File: config.mk
export PLATFORM = sky130hd
export DESIGN_NAME = free_timer
export DESIGN_NICKNAME = d
export VERILOG_FILES = /design/src/include/timer_pkg.sv /design/src/hw/capture_channel.sv /design/src/hw/free_timer.sv /design/src/hw/pin_sync.sv
export SDC_FILE = /design/constraint.sdc
export NUM_CORES = 1
export LEC_CHECK = 0
export ABC_AREA = 1
export BUFFER_PORTS_ARGS = -buffer_cell sky130_fd_sc_hd__buf_2
export CAP_MARGIN = 20
export CORE_ASPECT_RATIO = 2
export CORE_MARGIN = 5
export CORE_UTILIZATION = 50
export DETAILED_ROUTE_END_ITERATION = 10
export PLACE_DENSITY = 0.72
export SETUP_SLACK_MARGIN = 0.5
export SLEW_MARGIN = 20
export SYNTH_ARGS = -nofsm -noshare
export SYNTH_HDL_FRONTEND = slang
export SYNTH_SLANG_ARGS = --single-unit
File: constraint.sdc
create_clock -name CLK -period 3.1 [get_ports CLK]
set_clock_uncertainty 0.15 [all_clocks]
set_input_delay 0.155 -clock CLK [delete_from_list [all_inputs] [get_ports CLK]]
set_output_delay 0.155 -clock CLK [all_outputs]
set_load 0.01 [all_outputs]
File: src/include/timer_pkg.sv
package timer_pkg;

  // Bus geometry
  localparam int unsigned ADDR_W = 8;
  localparam int unsigned DATA_W = 32;
  localparam int unsigned BYTE_W = 8;
  localparam int unsigned CNT_W  = 16;
  localparam int unsigned DIV_W  = 3;

  // Register byte addresses
  localparam logic [ADDR_W-1:0] ADDR_CTRL_ONE = 8'h00;
  localparam logic [ADDR_W-1:0] ADDR_CTRL_TWO = 8'h04;
  localparam logic [ADDR_W-1:0] ADDR_STATUS   = 8'h08;
  localparam logic [ADDR_W-1:0] ADDR_CNT_HI   = 8'h0C;
  localparam logic [ADDR_W-1:0] ADDR_CNT_LO   = 8'h10;
  localparam logic [ADDR_W-1:0] ADDR_ALT_HI   = 8'h14;
  localparam logic [ADDR_W-1:0] ADDR_ALT_LO   = 8'h18;
  localparam logic [ADDR_W-1:0] ADDR_CAP1_HI  = 8'h1C;
  localparam logic [ADDR_W-1:0] ADDR_CAP1_LO  = 8'h20;
  localparam logic [ADDR_W-1:0] ADDR_CAP2_HI  = 8'h24;
  localparam logic [ADDR_W-1:0] ADDR_CAP2_LO  = 8'h28;

  // timer_control_one fields
  localparam int unsigned C1_CAP_IRQ_EN  = 7;
  localparam int unsigned C1_OVF_IRQ_EN  = 5;
  localparam int unsigned C1_CAP_EDGE_1  = 1;
  localparam logic [7:0]  C1_WR_MASK     = 8'hA2;
  // timer_control_two fields
  localparam int unsigned C2_ONE_PULSE   = 7;
  localparam int unsigned C2_PWM_MODE    = 6;
  localparam int unsigned C2_CLK_SEL     = 2;
  localparam int unsigned C2_CAP_EDGE_2  = 1;
  localparam int unsigned C2_EXT_EDGE    = 0;
  localparam logic [7:0]  C2_WR_MASK     = 8'hCF;
  // timer_status fields
  localparam int unsigned ST_CAP_FLAG_1  = 7;
  localparam int unsigned ST_CAP_FLAG_2  = 6;
  localparam int unsigned ST_OVF_FLAG    = 5;

  // Reset values and counter top
  localparam logic [7:0]       CTRL_RESET  = 8'h00;
  localparam logic [CNT_W-1:0] COUNT_RESET = 16'hFFFC;
  localparam logic [CNT_W-1:0] COUNT_TOP   = 16'hFFFF;
  localparam logic [CNT_W-1:0] CAP_RESET   = 16'h0000;

  // Clock select codes
  localparam logic [1:0] CLK_DIV4 = 2'h0;
  localparam logic [1:0] CLK_DIV2 = 2'h1;
  localparam logic [1:0] CLK_DIV8 = 2'h2;
  localparam logic [1:0] CLK_EXT  = 2'h3;

endpackage : timer_pkg

File: src/hw/capture_channel.sv
`timescale 1ns/1ps
module capture_channel (
  // Clock and reset
  input  wire logic                          clk,
  input  wire logic                          rst,
  // Trigger and counter
  input  wire logic                          trig,
  input  wire logic [timer_pkg::CNT_W-1:0]   count,
  // Register accesses
  input  wire logic                          status_rd,
  input  wire logic                          hi_rd,
  input  wire logic                          lo_rd,
  input  wire logic                          lo_access,
  // State
  output logic      [timer_pkg::CNT_W-1:0]   value,
  output logic                               flag
);
  import timer_pkg::*;

  typedef struct packed {
    logic [CNT_W-1:0] value;
    logic             flag;
    logic             armed;
    logic             locked;
  } cap_state_t;

  cap_state_t st_q;
  cap_state_t st_d;

  always_comb begin
    st_d = st_q;
    if (status_rd && st_q.flag) begin
      st_d.armed = 1'b1;
    end
    if (lo_access && st_q.armed) begin
      st_d.flag  = 1'b0;
      st_d.armed = 1'b0;
    end
    if (hi_rd) begin
      st_d.locked = 1'b1;
    end
    if (lo_rd) begin
      st_d.locked = 1'b0;
    end
    // A capture in the clearing cycle keeps the flag set
    if (trig && !st_q.locked) begin
      st_d.value = count;
      st_d.flag  = 1'b1;
    end
  end

  always_ff @(posedge clk or posedge rst) begin
    if (rst) begin
      st_q <= '{value: CAP_RESET, flag: 1'b0, armed: 1'b0, locked: 1'b0};
    end else begin
      st_q <= st_d;
    end
  end

  assign value = st_q.value;
  assign flag  = st_q.flag;
endmodule : capture_channel

File: src/hw/free_timer.sv
`timescale 1ns/1ps
// Functional notes
// - Counter advances once per timer tick: CPU clock divided by 2, 4 or 8.
// - Both clock select bits one takes counting from the external clock pin.
// - External edge select picks rising or falling pin transition as count edge.
// - External counting is resynchronised to the CPU clock before use.
// - Counter resets to FFFC; no other reload value is ever used.
// - Writing low byte of either counter view forces the counter to FFFC.
// - Alternate view matches main view; its low read never clears overflow flag.
// - Software reads high byte first; that read latches the low byte.
// - Latched low byte stays frozen until the low read ends the sequence.
// - Low read outside a sequence returns the live low byte.
// - Overflow flag sets when counter wraps from FFFF to 0000.
// - Overflow request asserts when enabled and CPU mask clear; otherwise pending.
// - Overflow flag clears after status read seeing it, then main low access.
// - Counting continues in wait; halt freezes count until released.
// - Timer input on an unbonded pin always reads as one.
// - Active capture edge copies the counter into that channel's capture register.
// - Capture sets channel flag; shared enable and clear mask raise request.
// - Capture flag clears after status read seeing it, then capture low access.
// - Reading capture high byte blocks captures until capture low byte read.
// - In one-pulse and PWM modes only the second capture channel works.
// - Capture pins feed capture logic; the high-read lock stops it, and one-pulse or PWM mode stops channel one.
module free_timer #(
  parameter bit EXT_BONDED  = 1'b1,
  parameter bit CAP1_BONDED = 1'b1,
  parameter bit CAP2_BONDED = 1'b1
) (
  // Clock and reset
  input  wire logic                            CLK,
  input  wire logic                            SYS_RST,
  // APB slave
  input  wire logic                            PSEL,
  input  wire logic                            PENABLE,
  input  wire logic                            PWRITE,
  input  wire logic [timer_pkg::ADDR_W-1:0]    PADDR,
  input  wire logic [timer_pkg::DATA_W-1:0]    PWDATA,
  output logic      [timer_pkg::DATA_W-1:0]    PRDATA,
  output logic                                 PREADY,
  output logic                                 PSLVERR,
  // Timer pins
  input  wire logic                            EXT_CLOCK_PIN,
  input  wire logic                            CAPTURE_PIN_ONE,
  input  wire logic                            CAPTURE_PIN_TWO,
  // CPU side
  input  wire logic                            CPU_IRQ_MASK,
  input  wire logic                            HALT_MODE,
  output logic                                 TIMER_IRQ
);
  import timer_pkg::*;

  typedef struct packed {
    logic [7:0]        ctrl_one;
    logic [7:0]        ctrl_two;
    logic [CNT_W-1:0]  count;
    logic [DIV_W-1:0]  prescale;
    logic [7:0]        low_buf;
    logic              low_held;
    logic              ovf_flag;
    logic              ovf_armed;
    logic              ack;
    logic [DATA_W-1:0] prdata;
    logic              pslverr;
  } timer_state_t;

  timer_state_t st_q;
  timer_state_t st_d;

  logic             access;
  logic             rd_take;
  logic             wr_take;
  logic             any_take;
  logic             mapped;
  logic             rd_status;
  logic             rd_cnt_hi;
  logic             rd_cnt_lo;
  logic             main_lo_access;
  logic             cnt_lo_write;
  logic [1:0]       clk_sel;
  logic             halt_sync;
  logic             halt_meta;
  logic             mask_meta;
  logic             mask_sync;
  logic             ext_rise;
  logic             ext_fall;
  logic             cap1_rise;
  logic             cap1_fall;
  logic             cap2_rise;
  logic             cap2_fall;
  logic             ext_edge;
  logic             tick;
  logic             wrap;
  logic             cap1_trig;
  logic             cap2_trig;
  logic             cap1_enable;
  logic [CNT_W-1:0] cap1_value;
  logic [CNT_W-1:0] cap2_value;
  logic             cap1_flag;
  logic             cap2_flag;
  logic [7:0]       status_byte;
  logic [7:0]       rd_byte;

  // Unbonded pins read as one
  pin_sync u_ext_sync (
    .clk  (CLK),
    .rst  (SYS_RST),
    .pin  (EXT_BONDED ? EXT_CLOCK_PIN : 1'b1),
    .rise (ext_rise),
    .fall (ext_fall)
  );

  pin_sync u_cap1_sync (
    .clk  (CLK),
    .rst  (SYS_RST),
    .pin  (CAP1_BONDED ? CAPTURE_PIN_ONE : 1'b1),
    .rise (cap1_rise),
    .fall (cap1_fall)
  );

  pin_sync u_cap2_sync (
    .clk  (CLK),
    .rst  (SYS_RST),
    .pin  (CAP2_BONDED ? CAPTURE_PIN_TWO : 1'b1),
    .rise (cap2_rise),
    .fall (cap2_fall)
  );

  // Halt and CPU mask come from another block; synchronise them as levels
  always_ff @(posedge CLK or posedge SYS_RST) begin
    if (SYS_RST) begin
      halt_meta <= 1'b0;
      halt_sync <= 1'b0;
      mask_meta <= 1'b1;
      mask_sync <= 1'b1;
    end else begin
      halt_meta <= HALT_MODE;
      halt_sync <= halt_meta;
      mask_meta <= CPU_IRQ_MASK;
      mask_sync <= mask_meta;
    end
  end

  // APB decode; one wait state, read data sampled in the first access cycle
  assign access         = PSEL & PENABLE;
  assign PREADY         = access & st_q.ack;
  assign rd_take        = access & ~st_q.ack & ~PWRITE;
  assign wr_take        = PREADY & PWRITE;
  assign any_take       = rd_take | wr_take;
  assign rd_status      = rd_take && PADDR == ADDR_STATUS;
  assign rd_cnt_hi      = rd_take && (PADDR == ADDR_CNT_HI || PADDR == ADDR_ALT_HI);
  assign rd_cnt_lo      = rd_take && (PADDR == ADDR_CNT_LO || PADDR == ADDR_ALT_LO);
  assign main_lo_access = any_take && PADDR == ADDR_CNT_LO;
  assign cnt_lo_write   = wr_take && (PADDR == ADDR_CNT_LO || PADDR == ADDR_ALT_LO);

  always_comb begin
    case (PADDR)
      ADDR_CTRL_ONE, ADDR_CTRL_TWO, ADDR_STATUS,
      ADDR_CNT_HI, ADDR_CNT_LO, ADDR_ALT_HI, ADDR_ALT_LO,
      ADDR_CAP1_HI, ADDR_CAP1_LO, ADDR_CAP2_HI, ADDR_CAP2_LO: mapped = 1'b1;
      default: mapped = 1'b0;
    endcase
  end

  // Timer tick selection
  assign clk_sel  = st_q.ctrl_two[C2_CLK_SEL +: 2];
  // Pin edges arrive already retimed to CLK, so one count per edge
  assign ext_edge = st_q.ctrl_two[C2_EXT_EDGE] ? ext_rise : ext_fall;

  always_comb begin
    case (clk_sel)
      CLK_DIV2: tick = st_q.prescale[0];
      CLK_DIV4: tick = &st_q.prescale[1:0];
      CLK_DIV8: tick = &st_q.prescale;
      CLK_EXT:  tick = ext_edge;
      default:  tick = 1'b0;
    endcase
    if (halt_sync) begin
      tick = 1'b0;
    end
  end

  assign wrap = tick && st_q.count == COUNT_TOP;

  // Capture triggers
  assign cap1_enable = ~(st_q.ctrl_two[C2_ONE_PULSE] | st_q.ctrl_two[C2_PWM_MODE]);
  assign cap1_trig   = cap1_enable &
                       (st_q.ctrl_one[C1_CAP_EDGE_1] ? cap1_rise : cap1_fall);
  assign cap2_trig   = st_q.ctrl_two[C2_CAP_EDGE_2] ? cap2_rise : cap2_fall;

  capture_channel u_cap1 (
    .clk       (CLK),
    .rst       (SYS_RST),
    .trig      (cap1_trig),
    .count     (st_q.count),
    .status_rd (rd_status),
    .hi_rd     (rd_take && PADDR == ADDR_CAP1_HI),
    .lo_rd     (rd_take && PADDR == ADDR_CAP1_LO),
    .lo_access (any_take && PADDR == ADDR_CAP1_LO),
    .value     (cap1_value),
    .flag      (cap1_flag)
  );

  capture_channel u_cap2 (
    .clk       (CLK),
    .rst       (SYS_RST),
    .trig      (cap2_trig),
    .count     (st_q.count),
    .status_rd (rd_status),
    .hi_rd     (rd_take && PADDR == ADDR_CAP2_HI),
    .lo_rd     (rd_take && PADDR == ADDR_CAP2_LO),
    .lo_access (any_take && PADDR == ADDR_CAP2_LO),
    .value     (cap2_value),
    .flag      (cap2_flag)
  );

  always_comb begin
    status_byte                = 8'h00;
    status_byte[ST_CAP_FLAG_1] = cap1_flag;
    status_byte[ST_CAP_FLAG_2] = cap2_flag;
    status_byte[ST_OVF_FLAG]   = st_q.ovf_flag;
  end

  // Read mux
  always_comb begin
    case (PADDR)
      ADDR_CTRL_ONE: rd_byte = st_q.ctrl_one;
      ADDR_CTRL_TWO: rd_byte = st_q.ctrl_two;
      ADDR_STATUS:   rd_byte = status_byte;
      ADDR_CNT_HI,
      ADDR_ALT_HI:   rd_byte = st_q.count[15:8];
      ADDR_CNT_LO,
      ADDR_ALT_LO:   rd_byte = st_q.low_held ? st_q.low_buf : st_q.count[7:0];
      ADDR_CAP1_HI:  rd_byte = cap1_value[15:8];
      ADDR_CAP1_LO:  rd_byte = cap1_value[7:0];
      ADDR_CAP2_HI:  rd_byte = cap2_value[15:8];
      ADDR_CAP2_LO:  rd_byte = cap2_value[7:0];
      default:       rd_byte = 8'h00;
    endcase
  end

  always_comb begin
    st_d          = st_q;
    st_d.prescale = st_q.prescale + 3'h1;
    // Bus handshake
    if (rd_take || (access && PWRITE && !st_q.ack)) begin
      st_d.ack     = 1'b1;
      st_d.pslverr = ~mapped;
    end
    if (PREADY) begin
      st_d.ack = 1'b0;
    end
    if (rd_take) begin
      st_d.prdata = {24'h000000, rd_byte};
    end
    if (wr_take && PADDR == ADDR_CTRL_ONE) begin
      st_d.ctrl_one = PWDATA[7:0] & C1_WR_MASK;
    end
    if (wr_take && PADDR == ADDR_CTRL_TWO) begin
      st_d.ctrl_two = PWDATA[7:0] & C2_WR_MASK;
    end
    // Coherent two-byte read
    if (rd_cnt_hi && !st_q.low_held) begin
      st_d.low_buf  = st_q.count[7:0];
      st_d.low_held = 1'b1;
    end
    if (rd_cnt_lo) begin
      st_d.low_held = 1'b0;
    end
    // Counter
    if (tick) begin
      st_d.count = st_q.count + 16'h0001;
    end
    if (cnt_lo_write) begin
      st_d.count = COUNT_RESET;
    end
    // Overflow flag, two-step clear, set wins
    if (rd_status && st_q.ovf_flag) begin
      st_d.ovf_armed = 1'b1;
    end
    if (main_lo_access && st_q.ovf_armed) begin
      st_d.ovf_flag  = 1'b0;
      st_d.ovf_armed = 1'b0;
    end
    if (wrap) begin
      st_d.ovf_flag = 1'b1;
    end
  end

  always_ff @(posedge CLK or posedge SYS_RST) begin
    if (SYS_RST) begin
      st_q <= '{ctrl_one: CTRL_RESET, ctrl_two: CTRL_RESET,
                count: COUNT_RESET, prescale: '0, low_buf: 8'h00,
                low_held: 1'b0, ovf_flag: 1'b0, ovf_armed: 1'b0,
                ack: 1'b0, prdata: '0, pslverr: 1'b0};
    end else begin
      st_q <= st_d;
    end
  end

  assign PRDATA  = st_q.prdata;
  assign PSLVERR = st_q.pslverr & PREADY;
  // Requests stay pending in the flags until enable and mask allow them
  assign TIMER_IRQ = ~mask_sync &
                     ((st_q.ovf_flag & st_q.ctrl_one[C1_OVF_IRQ_EN]) |
                      ((cap1_flag | cap2_flag) & st_q.ctrl_one[C1_CAP_IRQ_EN]));
endmodule : free_timer

File: src/hw/pin_sync.sv
`timescale 1ns/1ps
module pin_sync (
  // Clock and reset
  input  wire logic clk,
  input  wire logic rst,
  // Pin and edge pulses
  input  wire logic pin,
  output logic      rise,
  output logic      fall
);
  import timer_pkg::*;

  typedef struct packed {
    logic meta;
    logic sync;
    logic prev;
  } sync_state_t;

  sync_state_t st_q;
  sync_state_t st_d;

  // Idle level high matches an unbonded pin
  always_comb begin
    st_d      = st_q;
    st_d.meta = pin;
    st_d.sync = st_q.meta;
    st_d.prev = st_q.sync;
  end

  always_ff @(posedge clk or posedge rst) begin
    if (rst) begin
      st_q <= 3'h7;
    end else begin
      st_q <= st_d;
    end
  end

  assign rise = st_q.sync & ~st_q.prev;
  assign fall = ~st_q.sync & st_q.prev;

endmodule : pin_sync

; After elaboration in Yosys (flattened, before gate mapping)
; Index checks and enable logic that the tools add are counted.
[op_classes]
add_sub_neg = 2
n_eq_ne = 14
n_mux = 27
bitwise = 31
reduce_logical = 50
[op_table]
columns = operator, n
row1 = case mux 8 bit (9 select lines), 1
row2 = "== test 8 x 5 -> 1 bit, second input constant", 4
row3 = two-way mux 16 bit, 2
row4 = logical AND 1 bit, 25
row5 = "== test 8 x 6 -> 1 bit, second input constant", 3
row6 = nonzero test 2 bit, 11
row7 = two-way mux 1 bit, 19
row8 = "adder 16 x 1 -> 16 bit, second input constant", 1
row9 = AND 1 bit, 16
row10 = "== test 16 bit, second input constant", 1
row11 = "== test 8 x 4 -> 1 bit, second input constant", 2
row12 = inverter 1 bit, 11
row13 = OR reduction 11 bit, 1
row14 = "== test 8 x 3 -> 1 bit, second input constant", 1
row15 = logical NOT 8 bit, 1
row16 = two-way mux 8 bit, 1
row17 = two-way mux 2 bit, 3
row18 = "== test 2 bit, second input constant", 2
row19 = logical NOT 1 bit, 4
row20 = bitwise OR 1 bit, 4
row21 = case mux 1 bit (4 select lines), 1
row22 = OR reduction 2 bit, 2
row23 = "adder 3 x 1 -> 3 bit, second input constant", 1
row24 = logical OR 1 bit, 3
row25 = other kinds (4), 4
[word_totals]
regBits = 100
out_inout_bits = 35
word_cells = 156

; Depth between registers and ports, before layout
[depth]
word_depth = 8
depth_mapped = 12

; Cells and area by module
; A second synthesis with hierarchy kept.
[hier_totals]
cells_unflattened = 721
hier_area_um2 = 5748.0
[modules_own_cells]
columns = module, n_inst, cells_each, area_each_um2, seq_area_each_um2
row1 = free_timer, 1, 497, 3611.0, 1346.3
row2 = capture_channel, 2, 100, 922.1, 475.5
row3 = pin_sync, 3, 8, 97.6, 78.8

; Worst setup path after synthesis
; OpenSTA, ideal clock, no wires.
[synth_timing]
kind = flip-flop to flip-flop
from = register st_q[45] in the netlist's numbering
to = register st_q[48] in the netlist's numbering
arrival_ns = 1.373
required_time_ns = 2.833
setup_slack_ns = 1.459
path_stages_with_launch = 10
cell_sequence = dfrtp_1 ha_1 ha_1 a21oi_1 a21oi_1 nand2_1 nand2_1 buf_4 nand3_1 nand2_1
[synth_via]
elab_chain_len = 4
[synth_rtl]
columns = item, line
row1 = from (decl), free_timer.sv:66  ; timer_state_t st_q;
row2 = from (signal assigned), free_timer.sv:291  ; st_q <= '{ctrl_one: CTRL_RESET, ctrl_two: CTRL_RESET,
row3 = from (signal assigned), free_timer.sv:296  ; st_q <= st_d;
row4 = AND reduction 3 bit or AND reduction 2 bit (tied branches), "free_timer.sv:173, free_timer.sv:172"
row5 = case mux 1 bit (4 select lines) (*), free_timer.sv:170  ; case (clk_sel)
row6 = two-way mux 1 bit (*), free_timer.sv:177  ; if (halt_sync) begin
row7 = nonzero test 2 bit (no source line) (*), -
; Every way passes the cells marked *; elsewhere a longest branch is shown, timed or not.
; A chain may end at the register's enable or synchronous reset.

; Worst setup path after layout
[layout_timing]
from = register st_q[45] in the netlist's numbering
to = register st_q[52] in the netlist's numbering
; Same word-level chain as after synthesis.

==> flow_summary.json <==
{
  "antenna_found_initial": 0,
  "crit_path_max_incr_delay_ps": 480,
  "crit_type": "flip-flop to flip-flop",
  "fin_setup_tns_ps": 0,
  "ys_ff_latch": 100,
  "grt_pass1_wl_um": 21170,
  "final_nets": 740,
  "routedWlPerCell_um": 15.96,
  "hold_slack_ps": 37.55,
  "irDropWorstVdd_mv": 0.3128,
  "place.gp.congestion": 0.9097,
  "layout_min_cycle_time_ps": 2150,
  "dp_slack_ps": 972.8,
  "cts_tree": "done",
  "drtIter0Drc": 352,
  "port-buffer-count": 35,
  "wl_um": 13200,
  "cts_buffers": 9,
  "outcome": "completed",
  "fin_crit_sh": 0.6934,
  "p_clk_frac": 0.372,
  "synth_edf_count": 0,
  "die_w_um": 81.97,
  "syn_inst": 647,
  "slew_headroom": 0.2998,
  "grt_start_max_net_pins": 62,
  "dr_total_vias": 4461,
  "p_per_area_nw_per_um2": 574.7,
  "yosysSeqAreaShare": 0.4892,
  "drv_slew": 0,
  "setup_slack_ps": 950.5,
  "final-hold-violation-count": 0,
  "cp_max_fo": 20,
  "seq_power_share": 0.494,
  "rsz0062_at_grt": "false",
  "grt_usage": 0.2197,
  "slowest_stage": "nand2_1",
  "max_slew.worst_pin.slew_ps": 1048,
  "p_int_mw": 2.376,
  "post_cts_buffers": 0,
  "place_hpwl_um": 9466,
  "diodes": 0,
  "fmax_ghz": 0.4652,
  "ys_warn_count": 0,
  "grt_use_met2": 0.3829,
  "worst_skew_pair.late_latency_ps": 350,
  "synth_cell_types": 31,
  "syn_area_per_cell_um2": 8.004,
  "post_dp_cell_area_um2": 5330,
  "met3_usage": 0.02810,
  "fin_area_um2": 5812,
  "drive_gt1_frac": 0.1691,
  "clkTransAtPathRegs_ps": 70,
  "std_cell_rows": 52,
  "switchingPower_uw": 963.7,
  "power_frac_comb": 0.133,
  "initial_core_util": 0.5102,
  "synthArstFlopShare": 1.000,
  "synth_ff_type": "dfrtp_1",
  "cts_root_buffer": "clkbuf_16",
  "dieHeight_um": 153.9,
  "vias_per_cell": 5.394,
  "fill_cells": 972,
  "switching_share": 0.2885,
  "ios": 85,
  "die_area_um2": 12620,
  "r2r_slack_ps": 950,
  "cellLeakagePower_nw": 2.891,
  "setup_violations": 0,
  "critPathRequiredTime_ps": 3240,
  "gr-max-usage-layer": "met2",
  "grt_pass1_vias": 4379,
  "crit_chain": "ha_1 > ha_1 > a21oi_1 > a21oi_1 > nand2_1 > nand2_1 > o21ai_0 > nand2_1",
  "hold_path_depth": 4,
  "antenna_left": 0,
  "arrival_ps": 2290,
  "end_kind": "flip-flop",
  "worstHoldPathType": "primary input to flip-flop",
  "gr-total-overflow": 0,
  "drt_drc_violations_left": 0,
  "syn-cell-area_um2": 5179,
  "clock-sinks": 100,
  "critPathMostFrequentCell": "nand2_1",
  "dr.pass1.iters": 5,
  "coreArea_um2": 10150,
  "h-tree-depth": 3,
  "grt.met1_usage": 0.2397,
  "area_growth_pct": 12.23,
  "cp-start-kind": "flip-flop",
  "maxCapViolCount": 0,
  "cts_buffer_depth": 2,
  "ff2ff_path_depth": 8,
  "fin_util": 0.5726
}
## layout make-up
cell class	instances	area [µm²]	area share
Clock buffer	9	225.2	0.03875
Clock inverter	7	106.4	0.01830
Inverter	55	210.2	0.03617
Multi-Input combinational cell	463	2170	0.3733
Sequential cell	100	2534	0.4360
Tap cell	135	168.9	0.02906
Timing Repair Buffer	58	397.9	0.06846
## cells in the mapped netlist (7+ instances only)
cell type	instances	area (µm²)
nand2_1	184	690.7
nor2_1	43	161.4
nand3_1	72	360.4
a21oi_1	17	85.08
inv_1	48	180.2
dfrtp_1	75	1877
buf_4	34	255.2
o21ai_2	8	70.07
nor3_1	8	40.04
o21ai_0	61	305.3
buf_2	8	40.04
clkbuf_1	7	26.28
dfstp_2	25	656.9
nand4_1	8	50.05
nand2_2	7	43.79
## stage by stage
stage / cells / total power [mW]
after floorplan: 670 / 1.960
after global placement: 796 / 2.071
after detailed placement: 796 / 2.091
after CTS: 827 / 3.356
after global routing: 827 / 3.480
final: 827 / 3.340
## worst max-delay path: cells and delay by family (launching register included)
kind	cells	cell delay, ps
compound gates	3	540
fa+ha+maj	2	330
simple gates	3	700
flops	1	380
## cell usage in the layout (no fill, tap or decap), types with 4 or more instances in the layout
cell type      count
nor2_1            43
o22ai_1            5
nand3_1           72
dfstp_2           25
o21ai_0           61
nor3_1             8
inv_1             47
nand2_2            7
o21ai_2            8
nand4_1            8
clkbuf_16          9
nor2_2             4
buf_4              7
a21oi_1           17
xor2_1             5
dlygate4sd3_1     15
conb_1            24
inv_2              4
buf_2             35
nand2_1          184
dfrtp_1           75
## metal layers
layer	wire (µm)	part of all wire	vias up
li1	-	-	2125
met1	4746	0.36	2132
met2	7014	0.53	162
met3	655	0.050	42
met4	778	0.059	0
met5	0	0	-
## state kept, by name, summed over array words and instances (netlist names), 2 cells and up
register and cells:
st_q 39, u_cap1.value 16, u_cap2.value 16, PRDATA 8, clk_sel 2, u_cap1.st_q 2
u_cap1_sync.st_d 2, u_cap2.st_q 2, u_cap2_sync.st_d 2, u_ext_sync.st_d 2
## what timing repair did
action,in CTS,in global routing
hold buffers,15,0
hold endpoints to repair,46,0
resized for setup,0,0
## kinds of logic after synthesis
family,after synthesis,share of synthesized area
and+or+nand+nor,333,0.2800
buffers and inverters,107,0.1085
DFF,100,0.4892
AOI/OAI and AO/OA,95,0.09930
xor gates and xnor gates,5,0.008456
adders and majority gates,3,0.007249
muxes,3,0.006523
other,1,0.0007241
## power groups by stage
stage,Clock (mW),Sequential (mW),Combinational [mW]
finish,1.24,1.65,0.445
global route,1.31,1.67,0.508
CTS,1.26,1.65,0.445
detailed placement,0,1.67,0.424
global placement,0,1.66,0.411
floorplan,0,1.62,0.340
## worst paths after layout
check,from,endpoint
max,st_q[45],st_q[52]
min reg2reg,halt_meta,halt_sync
max in group asynchronous,SYS_RST,u_cap2_sync.st_d[0]
min in group asynchronous,SYS_RST,halt_meta
max reg2reg,st_q[45],st_q[52]
min,PWRITE,PRDATA[0]
No activity file was read; power rests on OpenSTA's default activity.
